File: src/icta_pkg.sv
// Package of constants and types for the instruction cycle timing block.
package icta_pkg;

  localparam int unsigned PHASES_PER_CYCLE = 4;
  localparam int unsigned DATA_W           = 8;
  localparam int unsigned OP_W             = 5;

  typedef enum logic [1:0] {
    ICTA_PH0 = 2'b00,
    ICTA_PH1 = 2'b01,
    ICTA_PH2 = 2'b11,
    ICTA_PH3 = 2'b10
  } icta_phase_t;

  typedef enum logic [OP_W-1:0] {
    ICTA_NOP         = 5'h00,
    ICTA_MOVE_R_TO_A = 5'h01,
    ICTA_MOVE_A_TO_R = 5'h02,
    ICTA_MOVE_K_TO_A = 5'h03,
    ICTA_ADD         = 5'h04,
    ICTA_SUB         = 5'h05,
    ICTA_INC_R       = 5'h06,
    ICTA_INC_A       = 5'h07,
    ICTA_DEC_R       = 5'h08,
    ICTA_DEC_A       = 5'h09,
    ICTA_AND         = 5'h0A,
    ICTA_OR          = 5'h0B,
    ICTA_XOR         = 5'h0C,
    ICTA_CPL         = 5'h0D,
    ICTA_RR          = 5'h0E,
    ICTA_RL          = 5'h0F,
    ICTA_RRC         = 5'h10,
    ICTA_RLC         = 5'h11,
    ICTA_JUMP        = 5'h12,
    ICTA_CALL        = 5'h13,
    ICTA_SUB_RET     = 5'h14,
    ICTA_INT_RET     = 5'h15,
    ICTA_TABLE_RD    = 5'h16,
    ICTA_SKIP        = 5'h17
  } icta_op_t;

  localparam logic [DATA_W-1:0] ACC_RESET = 8'h00;
  localparam logic              CARRY_RESET = 1'b0;
  localparam logic              ZERO_RESET  = 1'b0;

endpackage : icta_pkg

File: src/icta_alu_if.sv
// Interface carrying operands and results between the core and its ALU.
`timescale 1ns/1ps
interface icta_alu_if;
  import icta_pkg::*;
  icta_op_t          op;
  logic [DATA_W-1:0] acc;
  logic [DATA_W-1:0] reg_in;
  logic [DATA_W-1:0] imm;
  logic              carry_in;
  logic [DATA_W-1:0] result;
  logic              carry_out;
  logic              carry_we;
  logic              zero_out;
  logic              zero_we;
  logic              to_acc;
  logic              to_reg;
  modport core (output op, acc, reg_in, imm, carry_in,
                input result, carry_out, carry_we, zero_out, zero_we,
                to_acc, to_reg);
  modport alu  (input op, acc, reg_in, imm, carry_in,
                output result, carry_out, carry_we, zero_out, zero_we,
                to_acc, to_reg);
endinterface : icta_alu_if

File: src/icta_core.sv
// Instruction cycle sequencer with accumulator, carry and zero state.
`timescale 1ns/1ps
module icta_core
  import icta_pkg::*;
(
  // Clock and reset
  input  wire logic                      clock,
  input  wire logic                      resetn,
  // Instruction presented for each instruction cycle
  input  wire icta_pkg::icta_op_t        instr_op,
  input  wire logic [icta_pkg::DATA_W-1:0] instr_imm,
  input  wire logic                      instr_dest_pcl,
  input  wire logic                      skip_cond,
  input  wire logic [icta_pkg::DATA_W-1:0] reg_rdata,
  // Register write port
  output logic                           reg_we,
  output logic [icta_pkg::DATA_W-1:0]    reg_wdata,
  output logic                           pcl_we,
  // Cycle and flow status
  output logic                           cycle_strobe,
  output logic                           instr_take,
  output logic                           flush_cycle,
  // Core state
  output logic [icta_pkg::DATA_W-1:0]    acc,
  output logic                           carry,
  output logic                           zero
);
  import icta_pkg::*;

  icta_phase_t phase;
  icta_phase_t next_phase;
  logic        flush;
  logic        next_flush;

  icta_alu_if alu_bus ();

  icta_alu u_alu (
    .bus (alu_bus.alu)
  );

  assign alu_bus.op       = instr_op;
  assign alu_bus.acc      = acc;
  assign alu_bus.reg_in   = reg_rdata;
  assign alu_bus.imm      = instr_imm;
  assign alu_bus.carry_in = carry;

  // Gray-coded phase counter; the last phase closes an instruction cycle.
  always_comb begin
    unique case (phase)
      ICTA_PH0: next_phase = ICTA_PH1;
      ICTA_PH1: next_phase = ICTA_PH2;
      ICTA_PH2: next_phase = ICTA_PH3;
      ICTA_PH3: next_phase = ICTA_PH0;
    endcase
  end

  wire last_phase = (phase == ICTA_PH3);
  wire execute    = last_phase && !flush;

  // Flow changes cost one extra cycle in which the prefetch is dropped.
  wire is_flow    = instr_op inside {ICTA_JUMP, ICTA_CALL, ICTA_SUB_RET,
                                     ICTA_INT_RET};
  wire is_table   = (instr_op == ICTA_TABLE_RD);
  wire pcl_write  = instr_dest_pcl && alu_bus.to_reg;
  wire skip_taken = (instr_op == ICTA_SKIP) && skip_cond;
  wire two_cycle  = is_flow || is_table || pcl_write || skip_taken;

  assign next_flush = last_phase ? (execute && two_cycle) : flush;

  wire acc_we   = execute && alu_bus.to_acc;
  wire r_we     = execute && alu_bus.to_reg;
  wire c_we     = execute && alu_bus.carry_we;
  wire z_we     = execute && alu_bus.zero_we;

  always_ff @(posedge clock) begin
    if (!resetn) begin
      phase <= ICTA_PH0;
      flush <= 1'b0;
    end else begin
      phase <= next_phase;
      flush <= next_flush;
    end
  end

  always_ff @(posedge clock) begin
    if (!resetn) begin
      acc   <= ACC_RESET;
      carry <= CARRY_RESET;
      zero  <= ZERO_RESET;
    end else begin
      if (acc_we) begin
        acc <= alu_bus.result;
      end
      if (c_we) begin
        carry <= alu_bus.carry_out;
      end
      if (z_we) begin
        zero <= alu_bus.zero_out;
      end
    end
  end

  // Write port and status are registered so every output is a flop.
  always_ff @(posedge clock) begin
    if (!resetn) begin
      reg_we       <= 1'b0;
      reg_wdata    <= 8'h00;
      pcl_we       <= 1'b0;
      cycle_strobe <= 1'b0;
      instr_take   <= 1'b0;
      flush_cycle  <= 1'b0;
    end else begin
      reg_we       <= r_we && !instr_dest_pcl;
      reg_wdata    <= alu_bus.result;
      pcl_we       <= r_we && instr_dest_pcl;
      cycle_strobe <= last_phase;
      instr_take   <= execute;
      flush_cycle  <= last_phase && flush;
    end
  end

  AST_CYCLE_FOUR: assert property (@(posedge clock) disable iff (!resetn)
    cycle_strobe |=> !cycle_strobe [*3] ##1 cycle_strobe)
    else $error("Instruction cycle is not four clocks.");

  AST_FLOW_EXTRA: assert property (@(posedge clock) disable iff (!resetn)
    (execute && is_flow) |-> ##5 flush_cycle)
    else $error("Flow instruction took no extra cycle.");

  AST_TABLE_EXTRA: assert property (@(posedge clock) disable iff (!resetn)
    (execute && is_table) |-> ##4 flush ##1 flush_cycle)
    else $error("Table read took no second cycle.");

  AST_PCL_EXTRA: assert property (@(posedge clock) disable iff (!resetn)
    (execute && pcl_write) |=> pcl_we ##4 flush_cycle)
    else $error("Program counter write took no extra cycle.");

  AST_SKIP_TIME: assert property (@(posedge clock) disable iff (!resetn)
    (execute && instr_op == ICTA_SKIP) |=>
      ##4 (flush_cycle == $past(skip_cond, 5)))
    else $error("Skip timing wrong.");

  AST_ONE_CYCLE: assert property (@(posedge clock) disable iff (!resetn)
    (execute && !two_cycle) |=> ##4 (instr_take && !flush_cycle))
    else $error("Ordinary instruction stretched.");

  AST_NO_UPDATE: assert property (@(posedge clock) disable iff (!resetn)
    flush_cycle |-> $stable(acc) && $stable(carry) && !reg_we)
    else $error("State changed in discarded cycle.");

  AST_ADD_CARRY: assert property (@(posedge clock) disable iff (!resetn)
    (execute && instr_op == ICTA_ADD) |=>
      carry == (({1'b0, $past(acc)} + {1'b0, $past(reg_rdata)}) > 9'd255))
    else $error("Add carry wrong.");

  AST_ZERO_LOGIC: assert property (@(posedge clock) disable iff (!resetn)
    (execute && alu_bus.zero_we) |=> zero == (acc == 8'h00))
    else $error("Zero flag wrong after logic operation.");

  AST_INC_ACC: assert property (@(posedge clock) disable iff (!resetn)
    (execute && instr_op == ICTA_INC_A) |=> acc == $past(acc) + 8'h01)
    else $error("Accumulator increment wrong.");

  AST_RLC: assert property (@(posedge clock) disable iff (!resetn)
    (execute && instr_op == ICTA_RLC) |=>
      acc == {$past(acc[6:0]), $past(carry)} && carry == $past(acc[7]))
    else $error("Rotate left through carry wrong.");

  AST_MOVE_TO_REG: assert property (@(posedge clock) disable iff (!resetn)
    (execute && instr_op == ICTA_MOVE_A_TO_R && !instr_dest_pcl) |=>
      reg_we && reg_wdata == $past(acc) && $stable(acc))
    else $error("Move to register wrong.");

endmodule : icta_core

File: src/icta_alu.sv
// Combinational data path: moves, arithmetic, logic and rotates.
`timescale 1ns/1ps
module icta_alu (
  // Operands and results
  icta_alu_if.alu bus
);
  import icta_pkg::*;

  wire [DATA_W:0]   add_sum  = {1'b0, bus.acc} + {1'b0, bus.reg_in};
  wire [DATA_W:0]   sub_dif  = {1'b0, bus.acc} - {1'b0, bus.reg_in};
  wire [DATA_W-1:0] inc_val  = bus.reg_in + 8'h01;
  wire [DATA_W-1:0] dec_val  = bus.reg_in - 8'h01;
  wire [DATA_W-1:0] increment_to_acc_val = bus.acc + 8'h01;
  wire [DATA_W-1:0] decrement_to_acc_val = bus.acc - 8'h01;
  wire [DATA_W-1:0] rr_val   = {bus.acc[0], bus.acc[DATA_W-1:1]};
  wire [DATA_W-1:0] rl_val   = {bus.acc[DATA_W-2:0], bus.acc[DATA_W-1]};
  wire [DATA_W-1:0] rrc_val  = {bus.carry_in, bus.acc[DATA_W-1:1]};
  wire [DATA_W-1:0] rlc_val  = {bus.acc[DATA_W-2:0], bus.carry_in};
  wire              is_logic = bus.op inside {ICTA_AND, ICTA_OR, ICTA_XOR,
                                              ICTA_CPL};

  always_comb begin
    bus.result    = bus.acc;
    bus.carry_out = bus.carry_in;
    bus.carry_we  = 1'b0;
    bus.to_acc    = 1'b0;
    bus.to_reg    = 1'b0;
    unique case (bus.op)
      ICTA_MOVE_R_TO_A: begin
        bus.result = bus.reg_in;
        bus.to_acc = 1'b1;
      end
      ICTA_MOVE_A_TO_R: begin
        bus.result = bus.acc;
        bus.to_reg = 1'b1;
      end
      ICTA_MOVE_K_TO_A: begin
        bus.result = bus.imm;
        bus.to_acc = 1'b1;
      end
      ICTA_ADD: begin
        bus.result    = add_sum[DATA_W-1:0];
        bus.carry_out = add_sum[DATA_W];
        bus.carry_we  = 1'b1;
        bus.to_acc    = 1'b1;
      end
      ICTA_SUB: begin
        // Carry is the inverted borrow, so it is low when a borrow occurs.
        bus.result    = sub_dif[DATA_W-1:0];
        bus.carry_out = ~sub_dif[DATA_W];
        bus.carry_we  = 1'b1;
        bus.to_acc    = 1'b1;
      end
      ICTA_INC_R: begin
        bus.result = inc_val;
        bus.to_reg = 1'b1;
      end
      ICTA_INC_A: begin
        bus.result = increment_to_acc_val;
        bus.to_acc = 1'b1;
      end
      ICTA_DEC_R: begin
        bus.result = dec_val;
        bus.to_reg = 1'b1;
      end
      ICTA_DEC_A: begin
        bus.result = decrement_to_acc_val;
        bus.to_acc = 1'b1;
      end
      ICTA_AND: begin
        bus.result = bus.acc & bus.reg_in;
        bus.to_acc = 1'b1;
      end
      ICTA_OR: begin
        bus.result = bus.acc | bus.reg_in;
        bus.to_acc = 1'b1;
      end
      ICTA_XOR: begin
        bus.result = bus.acc ^ bus.reg_in;
        bus.to_acc = 1'b1;
      end
      ICTA_CPL: begin
        bus.result = ~bus.acc;
        bus.to_acc = 1'b1;
      end
      ICTA_RR: begin
        bus.result = rr_val;
        bus.to_acc = 1'b1;
      end
      ICTA_RL: begin
        bus.result = rl_val;
        bus.to_acc = 1'b1;
      end
      ICTA_RRC: begin
        bus.result    = rrc_val;
        bus.carry_out = bus.acc[0];
        bus.carry_we  = 1'b1;
        bus.to_acc    = 1'b1;
      end
      ICTA_RLC: begin
        bus.result    = rlc_val;
        bus.carry_out = bus.acc[DATA_W-1];
        bus.carry_we  = 1'b1;
        bus.to_acc    = 1'b1;
      end
      default: begin
        bus.result = bus.acc;
      end
    endcase
  end

  assign bus.zero_we  = is_logic;
  assign bus.zero_out = (bus.result == 8'h00);

endmodule : icta_alu

File: config.mk
export PLATFORM = sky130hd
export DESIGN_NAME = icta_core
export DESIGN_NICKNAME = d
export VERILOG_FILES = /design/src/icta_pkg.sv /design/src/icta_alu_if.sv /design/src/icta_core.sv /design/src/icta_alu.sv
export SDC_FILE = /design/constraint.sdc
export NUM_CORES = 1
export LEC_CHECK = 0
export BUFFER_PORTS_ARGS = -buffer_cell sky130_fd_sc_hd__buf_2
export CAP_MARGIN = 20
export CORE_MARGIN = 2
export CORE_UTILIZATION = 59
export DETAILED_ROUTE_END_ITERATION = 8
export PLACE_DENSITY_LB_ADDON = 0.08
export SETUP_SLACK_MARGIN = 0.3
export SYNTH_ARGS = -nofsm -noshare
export SYNTH_HDL_FRONTEND = slang
export SYNTH_HIERARCHICAL = 1
export SYNTH_SLANG_ARGS = --single-unit
File: constraint.sdc
create_clock -name clock -period 5.3 [get_ports clock]
set_input_delay 1.06 -clock clock [delete_from_list [all_inputs] [get_ports clock]]
set_output_delay 1.06 -clock clock [all_outputs]
set_load 0.1 [all_outputs]
==> metrics.txt <==
status finished, final reports clean; Core Area 5172 µm²; Hold Path Depth 1; row count 26; initial core utilization 0.6173; Crit-path slowest cell or3b_2; area grow syn2layout 10.97%; Tot GR Track Use 0.3532; Net Sw Frac 0.3713; clk_lat worst skew 270 ps; I/O pin count 48; power share of the combinational group 0.361; first-pass iteration count of the detailed router 6; cells after synthesis 415; Clock Skews 2.035 ps; maxcap violations 0; share of cells above drive strength 1 0.1549; Hold Path Class flop to flop; Vias 3541; Wirelength per Cell 20.33 µm; Tmin final 4409 ps; grt ovf 0; Post-Route WL 10610 µm; Avg Cell Area, Syn 7.694 µm²; CTS HTree Levels 1; post-synthesis sequential area ratio 0.1630; top post-synthesis cells by count 37 x nand2_1, 36 x ha_1, 31 x inv_1, 26 x dfxtp_1, 22 x a21oi_1; post-CTS setup buffer count 0; pwr/cell area 165.7 nW/µm²; Worst VDD drop 162.7 µV; Final #Nets 518; Netlist cell types 71; first-pass GRT wire length 16730 µm; Remaining DRCs 0; Worst-path clk slew 90 ps; Clock Power Share 0.282; crit start category primary input; Bufs on Longest Clock Path 2; max frequency 0.2268 GHz; CTS tree yes; hold buffer count at cts 0; Sequential Power Share 0.357; width of the die 77.57 µm; crit path DAT 4630 ps; Detail Route Antenna Nets 0; Mapped Area 3193 µm²; leading area contributor after synthesis dfxtp_1; Worst path max stage delay 580 ps; Hold Path Sink phase[0]; P_leak 1.582 nW; kind of end point of the critical path flop; reg2reg path depth 12; DRT iter0 DRCs 343; CTS buffer count 3; total die area 6016 µm²; Seq cells post-synth 26; RR Startpoint acc[0]; DP HPWL 8113 µm; Via density 6.784; CTS sink count 26; Inst Count DP 518; Worst Path Max Fanout 27; Net Switching 218.0 µW; Post-synth ARST share 0; fin cells 522; n_diodes 0; RSZ-0062 raised after global routing false; CP Cell Sequence buf_2, or3b_2, nor2_1, ha_1, a21oi_1, o21bai_1, xnor2_1, o32ai_1, or4_1, or4b_1, a2111oi_2, a41o_1; antenna violations before repair 0; internal power 369.0 µW; final estimated routing congestion in global placement 0.9915; crit share post-route 0.8318; vias in the first global route 3276; setup TNS 0 ps; largest cells by area after synthesis dfxtp_1 16%, ha_1 14%, nand2_1 4.3%; required time of the critical path 5520 ps; clk root buf clkbuf_8; Worst Path Class, Setup primary input to flop; pin count of the biggest net entering global routing 33; fill count 448; die height 77.57 µm; count of final setup violators 0; most frequent cell after synthesis nand2_1; Hold Vio Cnt, Final 0; Least-Margin Pin Slew 1079 ps; R2R setup slack 1880 ps; Worst R2R End zero; cts repair resizes 0; min-delay src phase[1]; number of enable flip-flop cells after synthesis 0; final design utilization 0.6851; Synth top area share 0.1630; Ys Warns 6; port bufs 47; top_reg_cell synth dfxtp_1; Max Slew Vio Count 0; Synth Net Count 480; worst slew margin relative to its limit 0.2793
-- power groups by stage --
stage,Combinational (mW),Clock [mW],Sequential [mW]
2_1_floorplan,0.105,0,0.259
3_3_place_gp,0.203,0,0.213
3_5_place_dp,0.205,0,0.214
4_1_cts,0.206,0.166,0.209
5_1_grt,0.224,0.177,0.211
6_report,0.212,0.166,0.209
-- worst max path at each step --
stage                start   end  slack (ps)  depth (start not counted)
2_1_floorplan  instr_op[0]  zero         740                         13
4_1_cts        instr_op[3]  zero         920                         13
3_5_place_dp   instr_op[3]  zero         620                         13
6_report       instr_op[3]  zero         890                         12
3_3_place_gp   instr_op[3]  zero         730                         13
5_1_grt        instr_op[3]  zero         660                         13
-- state kept, by name (all words and copies together), names as in the netlist --
register	count
acc	8
carry	1
cycle_strobe	1
flush	1
flush_cycle	1
instr_take	1
pcl_we	1
phase	2
reg_wdata	8
reg_we	1
zero	1
-- critical path: cells and delay by family --
kind / cells / cell delay (ps)
buffers and inverters: 1 / 320
adder cells (fa/ha/maj): 1 / 300
AND/OR/NAND/NOR: 4 / 1960
AO/OA/AOI/OAI: 5 / 840
XOR/XNOR: 1 / 140
-- logic make-up after synthesis --
family / synth area share
compound gates: 0.2900
xor+xnor: 0.03292
fa+ha+maj: 0.1661
buf+inv: 0.06426
flops: 0.1630
mux: 0.01920
simple gates: 0.2645
-- stage by stage --
step / instance area (µm²) / power (mW) / setup WS [ps] / hold slack (ps)
2_1_floorplan: 3193 / 0.3637 / 739.9 / 502.7
3_3_place_gp: 3465 / 0.4161 / 734.6 / 514.5
3_5_place_dp: 3472 / 0.4187 / 616.4 / 543.4
4_1_cts: 3543 / 0.5816 / 917.3 / 557.1
5_1_grt: 3543 / 0.6114 / 657.2 / 582.3
6_report: 3543 / 0.5870 / 891.4 / 553.1
-- area by class of cell --
| type | count | area (µm²) | share of cell area |
|---|---|---|---|
| inverters | 31 | 116.4 | 0.03284 |
| multi-input cells | 338 | 2467 | 0.6963 |
| clock buffers | 3 | 41.29 | 0.01165 |
| clock inverters | 1 | 30.03 | 0.008475 |
| well taps | 70 | 87.58 | 0.02472 |
| repair buffers | 53 | 280.3 | 0.07910 |
| flip-flops and latches | 26 | 520.5 | 0.1469 |
-- layout by cell type, fill, tap and decap left out, drive strengths merged, types with 4 or more instances in the layout --
cell | Yosys | layout
a211oi | 8 | 8
xnor2 | 11 | 11
nand3 | 15 | 15
o22a | 5 | 5
nor3 | 12 | 12
dfxtp | 26 | 26
inv | 31 | 31
o2111ai | 4 | 4
buf | 7 | 53
nor2 | 21 | 21
nand2b | 6 | 6
o21ai | 25 | 25
a221oi | 8 | 8
nand2 | 37 | 37
nor2b | 7 | 7
nand4 | 4 | 4
and2 | 15 | 15
or3 | 6 | 6
a21oi | 22 | 22
mux2i | 5 | 5
ha | 36 | 36
nor3b | 6 | 6
a21o | 6 | 6
fa | 4 | 4
a22oi | 4 | 4
-- per-layer routing --
layer | up-vias | track usage | wire, µm
met2 | 239 | 0.5765 | 4659
met1 | 1629 | 0.4594 | 4450
met4 | 0 | 0.1536 | 583
met5 | - | 0 | 0
li1 | 1619 | - | -
met3 | 54 | 0.05814 | 917
Note: power is estimated with default switching activity, not from simulation.
